===== config.mk =====
export PLATFORM = sky130hd
export DESIGN_NAME = scc_top
export DESIGN_NICKNAME = d
export VERILOG_FILES = /design/src/rtl/scc_pkg.sv /design/src/rtl/scc_sar_engine.sv /design/src/rtl/scc_sequencer.sv /design/src/rtl/scc_top.sv
export SDC_FILE = /design/constraint.sdc
export NUM_CORES = 1
export LEC_CHECK = 0
export ABC_CLOCK_PERIOD_IN_PS = 2690
export BUFFER_PORTS_ARGS = -buffer_cell sky130_fd_sc_hd__buf_2
export CAP_MARGIN = 20
export CORE_MARGIN = 8
export CORE_UTILIZATION = 55
export CTS_BUF_LIST = sky130_fd_sc_hd__clkbuf_4
export CTS_CLUSTER_DIAMETER = 200
export CTS_CLUSTER_SIZE = 12
export DETAILED_ROUTE_END_ITERATION = 8
export GPL_ROUTABILITY_DRIVEN = 0
export PLACE_DENSITY_LB_ADDON = 0.12
export SETUP_SLACK_MARGIN = 0.15
export SYNTH_ARGS = -nofsm -noshare
export SYNTH_HDL_FRONTEND = slang
export SYNTH_SLANG_ARGS = --single-unit

===== constraint.sdc =====
create_clock -name clock_i -period 2.69 [get_ports clock_i]
set_input_delay 0.1345 -clock clock_i [delete_from_list [all_inputs] [get_ports clock_i]]
set_output_delay 0.1345 -clock clock_i [all_outputs]
set_load 0.02 [all_outputs]

===== src/rtl/scc_pkg.sv =====
package scc_pkg;

    // ========================================
    // Sizes
    localparam int unsigned NUM_CH = 8;
    localparam int unsigned CH_W = 3;
    localparam int unsigned SPAN_W = 3;
    localparam int unsigned CODE_W = 16;
    localparam int unsigned SEQ_DEPTH = 8;
    localparam int unsigned SEQ_IDX_W = 3;
    localparam int unsigned ADDR_W = 8;
    localparam int unsigned BIT_IDX_W = 4;

    // ========================================
    // Register byte offsets
    localparam logic [ADDR_W-1:0] REG_CTRL = 8'h00;
    localparam logic [ADDR_W-1:0] REG_MANUAL = 8'h04;
    localparam logic [ADDR_W-1:0] REG_SEQ_LEN = 8'h08;
    localparam logic [ADDR_W-1:0] REG_STATUS = 8'h0C;
    localparam logic [ADDR_W-1:0] REG_RESULT = 8'h10;
    localparam logic [ADDR_W-1:0] REG_SPAN_BASE = 8'h20;
    localparam logic [ADDR_W-1:0] REG_SEQ_BASE = 8'h40;

    // ========================================
    // Field positions
    localparam int unsigned CTRL_SEQ_EN_BIT = 0;
    localparam int unsigned CTRL_PWR_LSB = 1;
    localparam int unsigned STAT_BUSY_BIT = 0;
    localparam int unsigned STAT_READY_BIT = 1;
    localparam int unsigned STAT_STATE_LSB = 4;
    localparam int unsigned STAT_CH_LSB = 8;
    localparam int unsigned STAT_SPAN_LSB = 12;
    localparam int unsigned STAT_SEQ_IDX_LSB = 16;
    localparam int unsigned RES_SPAN_LSB = 16;
    localparam int unsigned SEQ_SPAN_LSB = 4;

    // ========================================
    // Values after reset and at search start
    localparam logic [SPAN_W-1:0] SPAN_RST = 3'h7;
    localparam logic [CH_W-1:0] MANUAL_RST = 3'h0;
    localparam logic [SEQ_IDX_W-1:0] SEQ_LEN_RST = 3'h7;
    localparam logic [CODE_W-1:0] CODE_RST = 16'h0000;
    localparam logic [CODE_W-1:0] SAR_MSB = 16'h8000;
    localparam logic [BIT_IDX_W-1:0] SAR_TOP_IDX = 4'hF;

    // Code step for span 7 on the nominal reference, in nanovolts
    localparam int unsigned SPAN7_FSR_UV = 20480000;
    localparam int unsigned SPAN7_LSB_NV = 312500;
    localparam int unsigned SAR_CYCLES = 16;

    // ========================================
    // Enumerations
    typedef enum logic [1:0] {
        PWR_RUN = 2'b00,
        PWR_NAP = 2'b01,
        PWR_DOWN = 2'b10
    } scc_pwr_t;

    typedef enum logic [2:0] {
        ST_ACQ = 3'b000,
        ST_CONV = 3'b001,
        ST_CLEAR = 3'b010,
        ST_NAP = 3'b011,
        ST_PDOWN = 3'b100
    } scc_state_t;

    // Bipolar span codes all have bit 1 set (7, 6, 3, 2)
    function automatic logic span_is_bipolar(input logic [SPAN_W-1:0] span);
        return span[1];
    endfunction

    // Search result is offset binary; bipolar spans flip the sign bit
    function automatic logic [CODE_W-1:0] format_code(input logic [CODE_W-1:0] raw,
                                                      input logic [SPAN_W-1:0] span);
        if (span_is_bipolar(span))
        begin
            return {~raw[CODE_W-1], raw[CODE_W-2:0]};
        end
        return raw;
    endfunction

endpackage


===== src/rtl/scc_sar_engine.sv =====
module scc_sar_engine
    import scc_pkg::*;
(
    // Clock and reset
    input wire logic clock_i,
    input wire logic rst_n_i,
    // Control
    input wire logic start_i,
    output logic busy_o,
    output logic done_o,
    // Trial code to the capacitor DAC and comparator answer
    output logic [CODE_W-1:0] dac_code_o,
    input wire logic comp_i,
    // Final offset-binary code
    output logic [CODE_W-1:0] code_o
);

    logic [CODE_W-1:0] code_q;
    logic [BIT_IDX_W-1:0] idx_q;
    logic busy_q;
    logic done_q;

    // ========================================
    // Search: one trial bit per cycle, MSB first; comp_i high keeps the bit
    always_ff @(posedge clock_i)
    begin
        if (!rst_n_i)
        begin
            code_q <= CODE_RST;
            idx_q <= SAR_TOP_IDX;
        end
        else if (start_i && !busy_q)
        begin
            code_q <= SAR_MSB;
            idx_q <= SAR_TOP_IDX;
        end
        else if (busy_q)
        begin
            if (!comp_i)
            begin
                code_q[idx_q] <= 1'b0;
            end
            if (idx_q != '0)
            begin
                code_q[idx_q - 4'h1] <= 1'b1;
                idx_q <= idx_q - 4'h1;
            end
        end
    end

    // Busy spans exactly the sixteen compare cycles
    always_ff @(posedge clock_i)
    begin
        if (!rst_n_i)
        begin
            busy_q <= 1'b0;
            done_q <= 1'b0;
        end
        else
        begin
            done_q <= busy_q && (idx_q == '0);
            if (start_i && !busy_q)
            begin
                busy_q <= 1'b1;
            end
            else if (busy_q && (idx_q == '0))
            begin
                busy_q <= 1'b0;
            end
        end
    end

    assign busy_o = busy_q;
    assign done_o = done_q;
    assign dac_code_o = code_q;
    assign code_o = code_q;
endmodule


===== src/rtl/scc_sequencer.sv =====
module scc_sequencer
    import scc_pkg::*;
(
    // Clock and reset
    input wire logic clock_i,
    input wire logic rst_n_i,
    // Entry programming
    input wire logic wr_en_i,
    input wire logic [SEQ_IDX_W-1:0] wr_idx_i,
    input wire logic [CH_W-1:0] wr_chan_i,
    input wire logic [SPAN_W-1:0] wr_span_i,
    input wire logic [SEQ_IDX_W-1:0] last_idx_i,
    // Stepping
    input wire logic restart_i,
    input wire logic advance_i,
    // Current entry and readback
    output logic [CH_W-1:0] chan_o,
    output logic [SPAN_W-1:0] span_o,
    output logic [SEQ_IDX_W-1:0] idx_o,
    input wire logic [SEQ_IDX_W-1:0] rd_idx_i,
    output logic [CH_W+SPAN_W-1:0] rd_entry_o
);

    logic [CH_W-1:0] chan_mem_q [SEQ_DEPTH];
    logic [SPAN_W-1:0] span_mem_q [SEQ_DEPTH];
    logic [SEQ_IDX_W-1:0] idx_q;

    // ========================================
    // Entry table; resets to channel i on the widest bipolar span
    always_ff @(posedge clock_i)
    begin
        if (!rst_n_i)
        begin
            for (int i = 0; i < SEQ_DEPTH; i++)
            begin
                chan_mem_q[i] <= CH_W'(i);
                span_mem_q[i] <= SPAN_RST;
            end
        end
        else if (wr_en_i)
        begin
            chan_mem_q[wr_idx_i] <= wr_chan_i;
            span_mem_q[wr_idx_i] <= wr_span_i;
        end
    end

    // Wraps after the last programmed entry
    always_ff @(posedge clock_i)
    begin
        if (!rst_n_i || restart_i)
        begin
            idx_q <= '0;
        end
        else if (advance_i)
        begin
            idx_q <= (idx_q >= last_idx_i) ? '0 : idx_q + 3'h1;
        end
    end

    assign chan_o = chan_mem_q[idx_q];
    assign span_o = span_mem_q[idx_q];
    assign idx_o = idx_q;
    assign rd_entry_o = {span_mem_q[rd_idx_i], chan_mem_q[rd_idx_i]};
endmodule


===== src/rtl/scc_top.sv =====
module scc_top
    import scc_pkg::*;
(
    // Clock and reset
    input wire logic clock_i,
    input wire logic rst_n_i,
    // Wishbone classic slave
    input wire logic wb_cyc_i,
    input wire logic wb_stb_i,
    input wire logic wb_we_i,
    input wire logic [ADDR_W-1:0] wb_adr_i,
    input wire logic [3:0] wb_sel_i,
    input wire logic [31:0] wb_dat_i,
    output logic [31:0] wb_dat_o,
    output logic wb_ack_o,
    // Conversion trigger from the host
    input wire logic convert_start_i,
    // Analog front end control
    output logic [NUM_CH-1:0] track_o,
    output logic sample_clear_o,
    output logic [CH_W-1:0] mux_sel_o,
    output logic [SPAN_W-1:0] span_o,
    output logic [CODE_W-1:0] charge_redistribution_dac_o,
    input wire logic comp_i,
    output logic nap_o,
    output logic power_down_o,
    // Result toward the serial interface
    output logic [CODE_W-1:0] result_o,
    output logic [SPAN_W-1:0] result_span_o,
    output logic result_ready_o,
    output logic busy_o
);

    scc_state_t state_q;
    logic start_prev_q;
    logic cnv_edge;
    logic eng_start;
    logic eng_busy;
    logic eng_done;
    logic [CODE_W-1:0] eng_code;
    logic seq_en_q;
    logic [1:0] pwr_q;
    logic [CH_W-1:0] manual_q;
    logic [SEQ_IDX_W-1:0] seq_last_q;
    logic [SPAN_W-1:0] per_conversion_span_q [NUM_CH];
    logic [CH_W-1:0] conv_ch_q;
    logic [SPAN_W-1:0] conv_span_q;
    logic [CODE_W-1:0] result_q;
    logic [SPAN_W-1:0] result_span_q;
    logic ready_q;
    logic [CH_W-1:0] seq_chan;
    logic [SPAN_W-1:0] seq_span;
    logic [SEQ_IDX_W-1:0] seq_idx;
    logic [CH_W+SPAN_W-1:0] seq_rd_entry;
    logic wb_req;
    logic wb_wr;
    logic wb_rd;
    logic ack_q;
    logic [31:0] dat_q;
    logic seq_wr;
    logic span_wr;
    logic result_read;
    logic [CH_W-1:0] next_ch;
    logic [SPAN_W-1:0] next_span;

    // ========================================
    // Wishbone decode; a request is taken in the cycle ack rises
    assign wb_req = wb_cyc_i && wb_stb_i && !ack_q;
    assign wb_wr = wb_req && wb_we_i && wb_sel_i[0];
    assign wb_rd = wb_req && !wb_we_i;
    assign seq_wr = wb_wr && (wb_adr_i[7:5] == REG_SEQ_BASE[7:5]) && (wb_adr_i[1:0] == 2'b00);
    assign span_wr = wb_wr && (wb_adr_i[7:5] == REG_SPAN_BASE[7:5]) && (wb_adr_i[1:0] == 2'b00);
    assign result_read = wb_rd && (wb_adr_i == REG_RESULT);

    // One wait state: ack follows the request by one edge and drops after
    always_ff @(posedge clock_i)
    begin
        if (!rst_n_i)
        begin
            ack_q <= 1'b0;
        end
        else
        begin
            ack_q <= wb_req;
        end
    end

    // Control registers
    always_ff @(posedge clock_i)
    begin
        if (!rst_n_i)
        begin
            seq_en_q <= 1'b0;
            pwr_q <= PWR_RUN;
            manual_q <= MANUAL_RST;
            seq_last_q <= SEQ_LEN_RST;
        end
        else if (wb_wr)
        begin
            unique case (wb_adr_i)
                REG_CTRL:
                begin
                    seq_en_q <= wb_dat_i[CTRL_SEQ_EN_BIT];
                    pwr_q <= wb_dat_i[CTRL_PWR_LSB +: 2];
                end
                REG_MANUAL: manual_q <= wb_dat_i[CH_W-1:0];
                REG_SEQ_LEN: seq_last_q <= wb_dat_i[SEQ_IDX_W-1:0];
                default: ;
            endcase
        end
    end

    // Span code held per channel; widest bipolar span after reset
    always_ff @(posedge clock_i)
    begin
        if (!rst_n_i)
        begin
            for (int i = 0; i < NUM_CH; i++)
            begin
                per_conversion_span_q[i] <= SPAN_RST;
            end
        end
        else if (span_wr)
        begin
            per_conversion_span_q[wb_adr_i[4:2]] <= wb_dat_i[SPAN_W-1:0];
        end
    end

    // Registered read data; unmapped addresses read as zero
    always_ff @(posedge clock_i)
    begin
        if (!rst_n_i)
        begin
            dat_q <= 32'h0000_0000;
        end
        else if (wb_rd)
        begin
            dat_q <= 32'h0000_0000;
            if (wb_adr_i == REG_CTRL)
            begin
                dat_q[CTRL_SEQ_EN_BIT] <= seq_en_q;
                dat_q[CTRL_PWR_LSB +: 2] <= pwr_q;
            end
            else if (wb_adr_i == REG_MANUAL)
            begin
                dat_q[CH_W-1:0] <= manual_q;
            end
            else if (wb_adr_i == REG_SEQ_LEN)
            begin
                dat_q[SEQ_IDX_W-1:0] <= seq_last_q;
            end
            else if (wb_adr_i == REG_STATUS)
            begin
                dat_q[STAT_BUSY_BIT] <= (state_q != ST_ACQ);
                dat_q[STAT_READY_BIT] <= ready_q;
                dat_q[STAT_STATE_LSB +: 3] <= state_q;
                dat_q[STAT_CH_LSB +: CH_W] <= conv_ch_q;
                dat_q[STAT_SPAN_LSB +: SPAN_W] <= conv_span_q;
                dat_q[STAT_SEQ_IDX_LSB +: SEQ_IDX_W] <= seq_idx;
            end
            else if (wb_adr_i == REG_RESULT)
            begin
                dat_q[CODE_W-1:0] <= result_q;
                dat_q[RES_SPAN_LSB +: SPAN_W] <= result_span_q;
            end
            else if (wb_adr_i[7:5] == REG_SPAN_BASE[7:5] && wb_adr_i[1:0] == 2'b00)
            begin
                dat_q[SPAN_W-1:0] <= per_conversion_span_q[wb_adr_i[4:2]];
            end
            else if (wb_adr_i[7:5] == REG_SEQ_BASE[7:5] && wb_adr_i[1:0] == 2'b00)
            begin
                dat_q[CH_W-1:0] <= seq_rd_entry[CH_W-1:0];
                dat_q[SEQ_SPAN_LSB +: SPAN_W] <= seq_rd_entry[CH_W +: SPAN_W];
            end
        end
    end

    assign wb_ack_o = ack_q;
    assign wb_dat_o = dat_q;

    // ========================================
    // Trigger edge detect; convert_start is synchronous to clock_i
    always_ff @(posedge clock_i)
    begin
        if (!rst_n_i)
        begin
            start_prev_q <= 1'b0;
        end
        else
        begin
            start_prev_q <= convert_start_i;
        end
    end

    assign cnv_edge = convert_start_i && !start_prev_q;
    // Edges outside acquisition are dropped, including in the clear cycle when ready rises; the host must wait for busy to fall
    assign eng_start = cnv_edge && (state_q == ST_ACQ);

    // Channel and span for the next conversion
    assign next_ch = seq_en_q ? seq_chan : manual_q;
    assign next_span = seq_en_q ? seq_span : per_conversion_span_q[manual_q];

    // ========================================
    // Phase control: acquire, convert, clear the held sample, low power
    always_ff @(posedge clock_i)
    begin
        if (!rst_n_i)
        begin
            state_q <= ST_ACQ;
        end
        else
        begin
            unique case (state_q)
                ST_ACQ:
                begin
                    if (eng_start)
                    begin
                        state_q <= ST_CONV;
                    end
                    else if (pwr_q == PWR_NAP)
                    begin
                        state_q <= ST_NAP;
                    end
                    else if (pwr_q != PWR_RUN)
                    begin
                        state_q <= ST_PDOWN;
                    end
                end
                ST_CONV:
                begin
                    if (eng_done)
                    begin
                        state_q <= ST_CLEAR;
                    end
                end
                ST_CLEAR: state_q <= ST_ACQ;
                ST_NAP, ST_PDOWN:
                begin
                    if (pwr_q == PWR_RUN)
                    begin
                        state_q <= ST_ACQ;
                    end
                end
                default: state_q <= ST_ACQ;
            endcase
        end
    end

    // Settings latched at the edge so later writes cannot disturb a conversion
    always_ff @(posedge clock_i)
    begin
        if (!rst_n_i)
        begin
            conv_ch_q <= MANUAL_RST;
            conv_span_q <= SPAN_RST;
        end
        else if (eng_start)
        begin
            conv_ch_q <= next_ch;
            conv_span_q <= next_span;
        end
    end

    // Result capture and coding per span
    always_ff @(posedge clock_i)
    begin
        if (!rst_n_i)
        begin
            result_q <= CODE_RST;
            result_span_q <= SPAN_RST;
        end
        else if (eng_done && state_q == ST_CONV)
        begin
            result_q <= format_code(eng_code, conv_span_q);
            result_span_q <= conv_span_q;
        end
    end

    // Ready flag: a finishing conversion wins over a read of the result
    always_ff @(posedge clock_i)
    begin
        if (!rst_n_i)
        begin
            ready_q <= 1'b0;
        end
        else if (eng_done && state_q == ST_CONV)
        begin
            ready_q <= 1'b1;
        end
        else if (result_read || eng_start)
        begin
            ready_q <= 1'b0;
        end
    end

    // ========================================
    // Submodules
    scc_sar_engine u_sar
    (
        .clock_i(clock_i),
        .rst_n_i(rst_n_i),
        .start_i(eng_start),
        .busy_o(eng_busy),
        .done_o(eng_done),
        .dac_code_o(charge_redistribution_dac_o),
        .comp_i(comp_i),
        .code_o(eng_code)
    );

    scc_sequencer u_seq
    (
        .clock_i(clock_i),
        .rst_n_i(rst_n_i),
        .wr_en_i(seq_wr),
        .wr_idx_i(wb_adr_i[4:2]),
        .wr_chan_i(wb_dat_i[CH_W-1:0]),
        .wr_span_i(wb_dat_i[SEQ_SPAN_LSB +: SPAN_W]),
        .last_idx_i(seq_last_q),
        .restart_i(wb_wr && wb_adr_i == REG_CTRL),
        .advance_i(eng_start && seq_en_q),
        .chan_o(seq_chan),
        .span_o(seq_span),
        .idx_o(seq_idx),
        .rd_idx_i(wb_adr_i[4:2]),
        .rd_entry_o(seq_rd_entry)
    );

    // Outputs to the front end
    assign track_o = {NUM_CH{state_q == ST_ACQ}};
    assign sample_clear_o = (state_q == ST_CLEAR);
    assign mux_sel_o = conv_ch_q;
    assign span_o = conv_span_q;
    assign nap_o = (state_q == ST_NAP);
    assign power_down_o = (state_q == ST_PDOWN);
    assign result_o = result_q;
    assign result_span_o = result_span_q;
    assign result_ready_o = ready_q;
    assign busy_o = (state_q != ST_ACQ);
endmodule


==> flow_summary_export.csv, run 1 <==
group,metric,value,unit
timing,hold_violations,0,
grt,antenna_found_initial,0,
timing,setup_viol,0,
synthesis,netlist_area,8130,sq um
cts,cts.sinks,162,
power,peakVddDrop,256,uV
synthesis,async_flop_share,0,%
timing,hold_ws,0.0314,ns
critical_path,path_cells,"nand4b_1 > or4_1 > buf_12 > nor2_8 > nand3_2 > nand2_1",
routing,dr.max_layer_used,"met4",
synthesis,yosysSeqAreaShare,48.8,%
routing,antenna_left,0,
die,die_x,138,microns
layout,fill_cells,1204,
timing,rsz0062_at_grt,"no",
layout,final_common_cell,"nand2_1",
critical_path,max_stage_delay,0.49,ns
layout,drive_above_1_share,22.6,%
die,ios,138,
power,p_leak,0.00323,uW
power,p_total,4560,uW
cts,clk_latency,0.58,ns
critical_path,path_buf_inv,1,
cts,clk_pin_slew,0.14,ns
layout,seq_area,3960,sq um
timing,max_freq,0.467,GHz
hold_path,worstHoldStart,"wb_adr_i[5]",
grt,grt_overflow,0,
routing,drc,0,
critical_path,worst-setup-path-type,"reg2reg",
die,fp.dieH,138,microns
status,status,"finished clean",
timing,tightest_slew,0.863,ns
critical_path,cp-start-kind,"register",
layout,syn_to_final_growth,11.8,%
grt,grt_start_max_net_pins,84,
layout,multi_input_area,3780,sq um
routing,wirelength,22.3,mm
cts,numCtsBuffers,17,
critical_path,r2r_end,"u_seq.span_mem_q[7][0]",
timing,fin_crit_sh,79.6,%
cts,clock_path_buffers,2,
synthesis,syn-instance-count,791,
synthesis,synth_flop_cell,"dfxtp_1",
critical_path,crit_path_end_kind,"register",
timing,finalMaxSlewViolations,0,
run,maxCapViolCount,0,
grt,grt_use_total,24.2,%
routing,wl_met2,10.7,mm
cts,htree_num_levels,4,
critical_path,crit_fanout,27,
routing,vias,6637,
cts,cts_root_buf,"clkbuf_4",
critical_path,crit_slowest_cell,"or4_1",
critical_path,required,2.95,ns
layout,diodes,0,
synthesis,yosys_warnings,0,
critical_path,crit_start,"wb_ack_o",
timing,tns,0,ns
grt,grt_pass1_wl,34.8,mm
routing,met3WireLength,1.81,mm
die,row_count,44,
hold_path,hp-class,"in2reg",
synthesis,avgSynthCellArea,10.3,sq um
layout,fin_nets,935,
hold_path,holdPathStages,4,
layout,final_cell_mix,"nand2_1 (125), buf_2 (95), dfxtp_1 (90), edfxtp_1 (72), nand3_1 (54)",
place,dp.final_hpwl,16.5,mm
timing,max_slew_margin,42.3,%
routing,vias_per_cell,6.19,
critical_path,ff2ff_setup_slack,0.55,ns
critical_path,reg2reg_depth,6,
routing,firstDrtPassIters,7,
power,p_per_area,502,nW/um^2
cts,tritoncts,"done",
timing,fin_skew,0.0192,ns
synthesis,yosysUniqueCellTypes,65,
place,io_buffers,95,
timing,min_period,2.14,ns
critical_path,crit_family,"simple AND/OR/NAND/NOR gates",
synthesis,synth_edf_count,72,
die,core_region_area,14500,sq um
hold_path,hold_end,"manual_q[0]",
critical_path,crit_cells,6,
routing,wl_per_cell,20.8,microns
die,start_util,56.1,%
grt,grt_pass1_vias,6446,
routing,met1Wirelength,9.12,mm
synthesis,ys_ff_latch,162,
routing,drtIter0Drc,624,
critical_path,cp_data_arrival_time,2.40,ns
die,fp.dieArea,18900,sq um
critical_path,r2r-start,"wb_ack_o",
-- worst max path at each step --
stage               slack, ns                     end
floorplan                0.27  u_seq.chan_mem_q[3][0]
global placement         0.29  u_seq.chan_mem_q[7][2]
detailed placement       0.23  u_seq.chan_mem_q[7][0]
CTS                      0.54  u_seq.chan_mem_q[7][0]
global route             0.38  u_seq.chan_mem_q[7][0]
finish                   0.55  u_seq.span_mem_q[7][0]
-- registers in the layout (all words and copies together), names as in the netlist, 4 cells and up, named ones only --
| name | cells |
|---|---|
| wb_dat_o | 19 |
| per_conversion_span_q | 24 |
| u_sar.idx_q | 4 |
| u_sar.code_o | 16 |
| u_seq.chan_mem_q | 24 |
| result_o | 16 |
| u_seq.span_mem_q | 24 |
-- cell families after synthesis --
group	after synthesis	share of synthesized area, %
mux	57	12.3
xor+xnor	4	0.431
fa+ha+maj	8	1.23
flops	162	48.8
simple gates	325	20.0
compound gates	145	11.9
buf+inv	89	5.33
other cells	1	0.0462
-- cell type report --
type / count / area share [%]
well taps: 184 / 2.54
repair buffers: 130 / 8.51
flip-flops and latches: 162 / 43.6
inverters: 13 / 0.537
clock buffers: 20 / 1.65
multi-input cells: 552 / 41.6
clock inverters: 12 / 1.50
-- repair_timing --
action,in CTS,in global routing
buffers inserted,0,0
hold buffers,9,0
hold endpoints to repair,37,0
gates resized for setup,0,0
-- through the flow --
stage / setup WS [ns] / cells / util [%] / instance area [sq um]
floorplan: 0.274 / 803 / - / 8170
global placement: 0.288 / 1032 / 60.1 / 8700
detailed placement: 0.228 / 1032 / 60.1 / 8700
CTS: 0.536 / 1073 / 62.7 / 9080
global route: 0.377 / 1073 / 62.7 / 9080
finish: 0.548 / 1073 / 62.7 / 9080
-- tightest hold or removal path, delay by kind of cell --
kind / cells / cell delay, ns
buffers and inverters: 1 / 0.14
AO/OA/AOI/OAI: 1 / 0.10
AND/OR/NAND/NOR: 2 / 0.18
-- where the power goes --
part / internal [uW] / leakage, uW / switching [uW]
Combinational: 140 / 0.00176 / 275
Clock: 664 / 0.000162 / 855
Sequential: 2590 / 0.00130 / 30.9
Total: 3400 / 0.00323 / 1160
-- per-layer routing --
metal | track usage [%] | up-vias
li1 | - | 3038
met1 | 30.9 | 3256
met3 | 5.80 | 40
met4 | 9.41 | 0
met5 | 0 | -
met2 | 39.0 | 303
-- synthesized netlist by cell type (5+ instances only) --
master,number,area [sq um]
a21boi_0,27,203
and2_1,5,31.3
mux4_2,34,766
a22oi_1,10,75.1
a21oi_1,24,120
nor3_1,10,50.1
buf_2,10,50.1
nor2b_1,17,106
dfxtp_1,90,1800
nor2_1,32,120
a22o_1,8,70.1
or2_1,9,56.3
o21ai_0,35,175
edfxtp_1,72,2160
inv_1,11,41.3
nand2_1,125,469
nand2b_1,17,106
and3_1,5,31.3
ha_1,8,100
buf_4,21,158
or3_1,13,81.3
nor4_1,5,31.3
o211ai_1,9,67.6
nand3_1,54,270
clkbuf_1,39,146
buf_1,5,18.8
mux2i_1,20,200
or4_1,5,37.5
nand4_1,8,50.1
Power figures use the tool's default switching activity.
==> run 2, diff against run 1 <==
--- a/config.mk
+++ b/config.mk
@@ -5,11 +5,11 @@
 export SDC_FILE = /design/constraint.sdc
 export NUM_CORES = 1
 export LEC_CHECK = 0
-export ABC_CLOCK_PERIOD_IN_PS = 2690
+export ABC_CLOCK_PERIOD_IN_PS = 1900
 export BUFFER_PORTS_ARGS = -buffer_cell sky130_fd_sc_hd__buf_2
 export CAP_MARGIN = 20
 export CORE_MARGIN = 8
-export CORE_UTILIZATION = 55
+export CORE_UTILIZATION = 53
 export CTS_BUF_LIST = sky130_fd_sc_hd__clkbuf_4
 export CTS_CLUSTER_DIAMETER = 200
 export CTS_CLUSTER_SIZE = 12
==> constraint.sdc (replaced) <==
create_clock -name clock_i -period 1.9 [get_ports clock_i]
set_input_delay 0.095 -clock clock_i [delete_from_list [all_inputs] [get_ports clock_i]]
set_output_delay 0.095 -clock clock_i [all_outputs]
set_load 0.02 [all_outputs]
==> run 2 against run 1 <==
  * Clock power grew 25%
  * Critical path type unchanged
  * Final cell count grew 6.3%
  * Utilization grew 3.9 points
  * Count of clock-buffer cells in the layout shrank 2
  * The flow now finishes with violations (setup timing)
  * Fmax grew 7.4%
  * Wire length grew 7.0%
==> flow_summary_export.csv, run 2 (same netlist as run 1, synthesis figures left out) <==
group,metric,value,unit
grt,grt_pass1_wl,36.9,mm
timing,max_slew_margin,50.5,%
die,fp.dieH,140,microns
critical_path,ff2ff_setup_slack,-0.09,ns
layout,final_cell_mix,"nand2_1 (113), buf_2 (86), dfxtp_1 (84), edfxtp_1 (72), buf_4 (67)",
layout,drive_above_1_share,33.6,%
die,ios,138,
power,pwr-share-clk,29.8,%
status,status,"complete, but fails checks",
cts,tritoncts,"done",
routing,wl_per_cell,20.9,microns
cts,numCtsBuffers,17,
timing,hold_violations,0,
die,row_count,45,
die,core_region_area,15100,sq um
cts,clock_path_buffers,2,
routing,firstDrtPassIters,5,
cts,cts.sinks,162,
grt,grt_pass1_vias,6709,
hold_path,hp-class,"in2reg",
die,die_x,140,microns
critical_path,cp_data_arrival_time,2.29,ns
power,p_leak,0.00365,uW
routing,vias_per_cell,6.07,
place,place_area,9230,sq um
die,fp.dieArea,19500,sq um
place,pre_cts_ws,-0.387,ns
power,p_int,4630,uW
place,io_buffers,95,
layout,fin_nets,998,
die,start_util,53.8,%
critical_path,worst-setup-path-type,"reg2reg",
timing,fin_skew,0.0232,ns
timing,finalMaxSlewViolations,0,
power,p_per_area,633,nW/um^2
cts,clk_pin_slew,0.14,ns
grt,grt_use_total,24.0,%
cts,htree_num_levels,4,
timing,worst_slack,-0.0935,ns
cts,cts_root_buf,"clkbuf_4",
layout,syn_to_final_growth,23.8,%
grt,antenna_found_initial,0,
grt,grt_start_max_net_pins,43,
critical_path,cp-start-kind,"register",
layout,final_common_cell,"nand2_1",
grt,grt_overflow,0,
critical_path,crit_path_end_kind,"register",
layout,fill_cells,1178,
status,violations,"setup timing",
routing,antenna_left,0,
power,p_switching,1730,uW
power,seqPwrFrac,58.3,%
cts,clk_latency,0.57,ns
timing,min_period,1.99,ns
routing,wirelength,23.8,mm
timing,tightest_slew,0.743,ns
place,dp.final_hpwl,17.5,mm
routing,drc,0,
routing,vias,6924,
layout,reg.largest.list,"per_conversion_span_q (24), u_seq.chan_mem_q (24), u_seq.span_mem_q (24)",
timing,setup_viol,52,
critical_path,required,2.20,ns
timing,fin_crit_sh,105,%
run,maxCapViolCount,0,
power,peakVddDrop,389,uV
power,p_sw_share,27.3,%
timing,rsz0062_at_grt,"yes",
layout,stdcell_area,10100,sq um
power,comb_power_share,11.8,%
routing,drtIter0Drc,685,
critical_path,crit_fanout,5,
timing,max_freq,0.502,GHz
[run 2: power by group through the flow]
stage	Sequential, uW	Combinational (uW)	Clock [uW]
after global placement	3790	634	0
after floorplan	3790	428	0
after CTS	3710	713	1920
final	3710	754	1900
after global routing	3720	801	2060
after detailed placement	3790	649	0
[run 2: worst paths after layout]
check          startpoint                          end  depth (start not counted)
min           wb_adr_i[3]  per_conversion_span_q[7][0]                          2
min reg2reg  wb_dat_o[12]                 wb_dat_o[12]                          2
max reg2reg      wb_ack_o  per_conversion_span_q[5][0]                          7
max              wb_ack_o  per_conversion_span_q[5][0]                          7
[run 2: area by class of cell]
| type | count | area, sq um | area share (%) |
|---|---|---|---|
| Inverter | 13 | 51.3 | 0.510 |
| Multi-Input combinational cell | 552 | 4110 | 40.9 |
| Timing Repair Buffer | 193 | 1440 | 14.3 |
| Tap cell | 188 | 235 | 2.34 |
| Sequential cell | 162 | 3970 | 39.5 |
| Clock inverter | 14 | 113 | 1.12 |
| Clock buffer | 18 | 135 | 1.34 |
| Antenna cell | 1 | 2.50 | 0.0249 |
[run 2: stage by stage]
stage                     util (%)  hold slack, ns  TNS (ns)  total power [uW]  std cells
after CTS                     65.1         -0.0772    -0.552              6350       1133
final                         66.7          0.0760     -1.94              6360       1141
after global placement        61.2           0.321    -21.27              4420       1080
after detailed placement      61.2           0.332    -25.59              4440       1080
after global routing          66.6          0.0730     -6.10              6580       1140
after floorplan                  -           0.217     -5.69              4220        803
[run 2: routing by layer]
layer	track usage [%]	vias to the layer above	routed length, microns
li1	-	3163	-
met1	30.8	3348	9600
met2	38.9	363	11500
met3	5.61	50	2150
met4	8.80	0	534
met5	0	-	0
[run 2: what timing repair did]
| item | 4_1_cts | 5_1_grt |
|---|---|---|
| setup endpoints to repair | 133 | 183 |
| setup buffers | 8 | 4 |
| endpoints found under the hold margin | 57 | 2 |
| hold buffers | 11 | 2 |
| pin swaps | 4 | 7 |
| gates cloned | 2 | 1 |
| resized for setup | 41 | 46 |
[run 2: critical path, cell delays in order (launching register included)]
cell	delay (ns)
dfxtp_2	0.34
nand4b_1	0.24
buf_4	0.19
or4_4	0.48
nor2_4	0.14
buf_6	0.15
nand2_2	0.06
nand2_2	0.12
==> run 3, diff against run 2 <==
--- a/config.mk
+++ b/config.mk
@@ -17,6 +17,7 @@
 export GPL_ROUTABILITY_DRIVEN = 0
 export PLACE_DENSITY_LB_ADDON = 0.12
 export SETUP_SLACK_MARGIN = 0.15
+export SKIP_CTS_REPAIR_TIMING = 1
 export SYNTH_ARGS = -nofsm -noshare
 export SYNTH_HDL_FRONTEND = slang
 export SYNTH_SLANG_ARGS = --single-unit
==> run 3 against run 2 <==
  * The run ends with hold timing, setup timing left
  * Sequential cell count did not move
  * Non-clock buffer count is 8 lower
  * Wire length decreased by 0.26%
  * Count of clock-buffer cells in the layout is the same
  * Clock power about the same
  * Critical path depth is 1 lower
  * Sequential share of layout area up 0.41 points
  * Critical path type unchanged
  * Highest routed layer unchanged
==> flow_summary_export.csv, run 3 (same netlist as run 1, synthesis figures left out) <==
group,metric,value,unit
run,maxCapViolCount,0,
grt,grt_overflow,0,
cts,cts.sinks,162,
layout,drive_above_1_share,32.7,%
layout,fin_nets,990,
grt,antenna_found_initial,0,
critical_path,crit_fanout,10,
die,die_x,140,microns
cts,cts_root_buf,"clkbuf_4",
timing,tns,-1.67,ns
timing,rsz0062_at_grt,"yes",
die,core_region_area,15100,sq um
critical_path,required,2.22,ns
routing,vias_per_cell,6.08,
cts,numCtsBuffers,17,
timing,fin_skew,0.0214,ns
critical_path,cp-start-kind,"register",
cts,tritoncts,"done",
routing,drc,0,
cts,clock_path_buffers,2,
layout,reg.largest.list,"per_conversion_span_q (24), u_seq.chan_mem_q (24), u_seq.span_mem_q (24)",
grt,grt_pass1_vias,6558,
timing,min_period,2.00,ns
timing,finalMaxSlewViolations,0,
layout,syn_to_final_growth,22.4,%
critical_path,worst-setup-path-type,"reg2reg",
grt,grt_start_max_net_pins,43,
status,violations,"hold timing, setup timing",
timing,max_freq,0.499,GHz
timing,tightest_slew,0.744,ns
routing,firstDrtPassIters,5,
hold_path,hp-class,"in2reg",
critical_path,crit_path_end_kind,"register",
layout,final_cell_mix,"nand2_1 (114), buf_2 (87), dfxtp_1 (86), edfxtp_1 (72), buf_4 (65)",
place,io_buffers,95,
routing,drtIter0Drc,617,
cts,htree_num_levels,4,
cts,clk_latency,0.57,ns
power,p_leak,0.00361,uW
die,fp.dieArea,19500,sq um
layout,final_common_cell,"nand2_1",
status,status,"complete, but fails checks",
timing,worst_slack,-0.103,ns
die,fp.dieH,140,microns
die,row_count,45,
layout,diodes,0,
timing,setup_viol,56,
grt,grt_use_total,23.5,%
routing,wirelength,23.8,mm
timing,hold_ws,-0.0334,ns
die,start_util,53.8,%
timing,max_slew_margin,50.4,%
power,peakVddDrop,384,uV
power,p_per_area,637,nW/um^2
routing,vias,6877,
grt,grt_pass1_wl,36.1,mm
routing,antenna_left,0,
timing,hold_violations,4,
place,pre_cts_ws,-0.387,ns
cts,clk_pin_slew,0.14,ns
place,dp.final_hpwl,17.5,mm
critical_path,cp_data_arrival_time,2.33,ns
timing,fin_crit_sh,105,%
routing,wl_per_cell,21.0,microns
die,ios,138,
-- run 3: stage by stage --
stage	total power [uW]	util [%]	cell area (sq um)	cells
floorplan	4220	-	8360	803
global placement	4420	61.2	9230	1080
detailed placement	4440	61.2	9230	1080
CTS	6290	62.8	9480	1112
global route	6550	65.9	9950	1132
finish	6340	65.9	9950	1132
-- run 3: worst max-delay path, stage by stage (launching register included) --
cell	delay [ns]
dfxtp_2	0.34
nand4b_1	0.24
or4_4	0.48
buf_12	0.17
nor2_8	0.15
nand2_2	0.12
or2_1	0.25
-- run 3: area by class of cell --
| cell class | instances | area (sq um) |
|---|---|---|
| Clock buffer | 18 | 135 |
| Clock inverter | 14 | 113 |
| Fill cell | 1188 | 5140 |
| Inverter | 13 | 51.3 |
| Multi-Input combinational cell | 552 | 4100 |
| Sequential cell | 162 | 3970 |
| Tap cell | 188 | 235 |
| Timing Repair Buffer | 185 | 1340 |
-- run 3: power breakdown --
group,internal (uW),switching (uW),leakage (uW),total [uW]
logic,283,450,0.00216,733
clock network,656,1240,0.000140,1890
registers,3670,39.4,0.00131,3710
-- run 3: layer usage --
metal / track usage [%] / up-vias / wire length (microns)
li1: - / 3136 / -
met1: 29.9 / 3336 / 9910
met2: 38.0 / 355 / 11400
met3: 5.57 / 50 / 1880
met4: 8.86 / 0 / 540
met5: 0 / - / 0
-- run 3: path summary, 6_finish.rpt --
kind | startpoint | endpoint | slack, ns | cells after the start
worst max-delay path | wb_ack_o | u_seq.span_mem_q[5][2] | -0.10 | 6
worst min-delay path | wb_adr_i[2] | per_conversion_span_q[7][1] | -0.03 | 2
worst max register to register | wb_ack_o | u_seq.span_mem_q[5][2] | -0.10 | 6
worst min register to register | wb_dat_o[18] | wb_dat_o[18] | 0.47 | 2
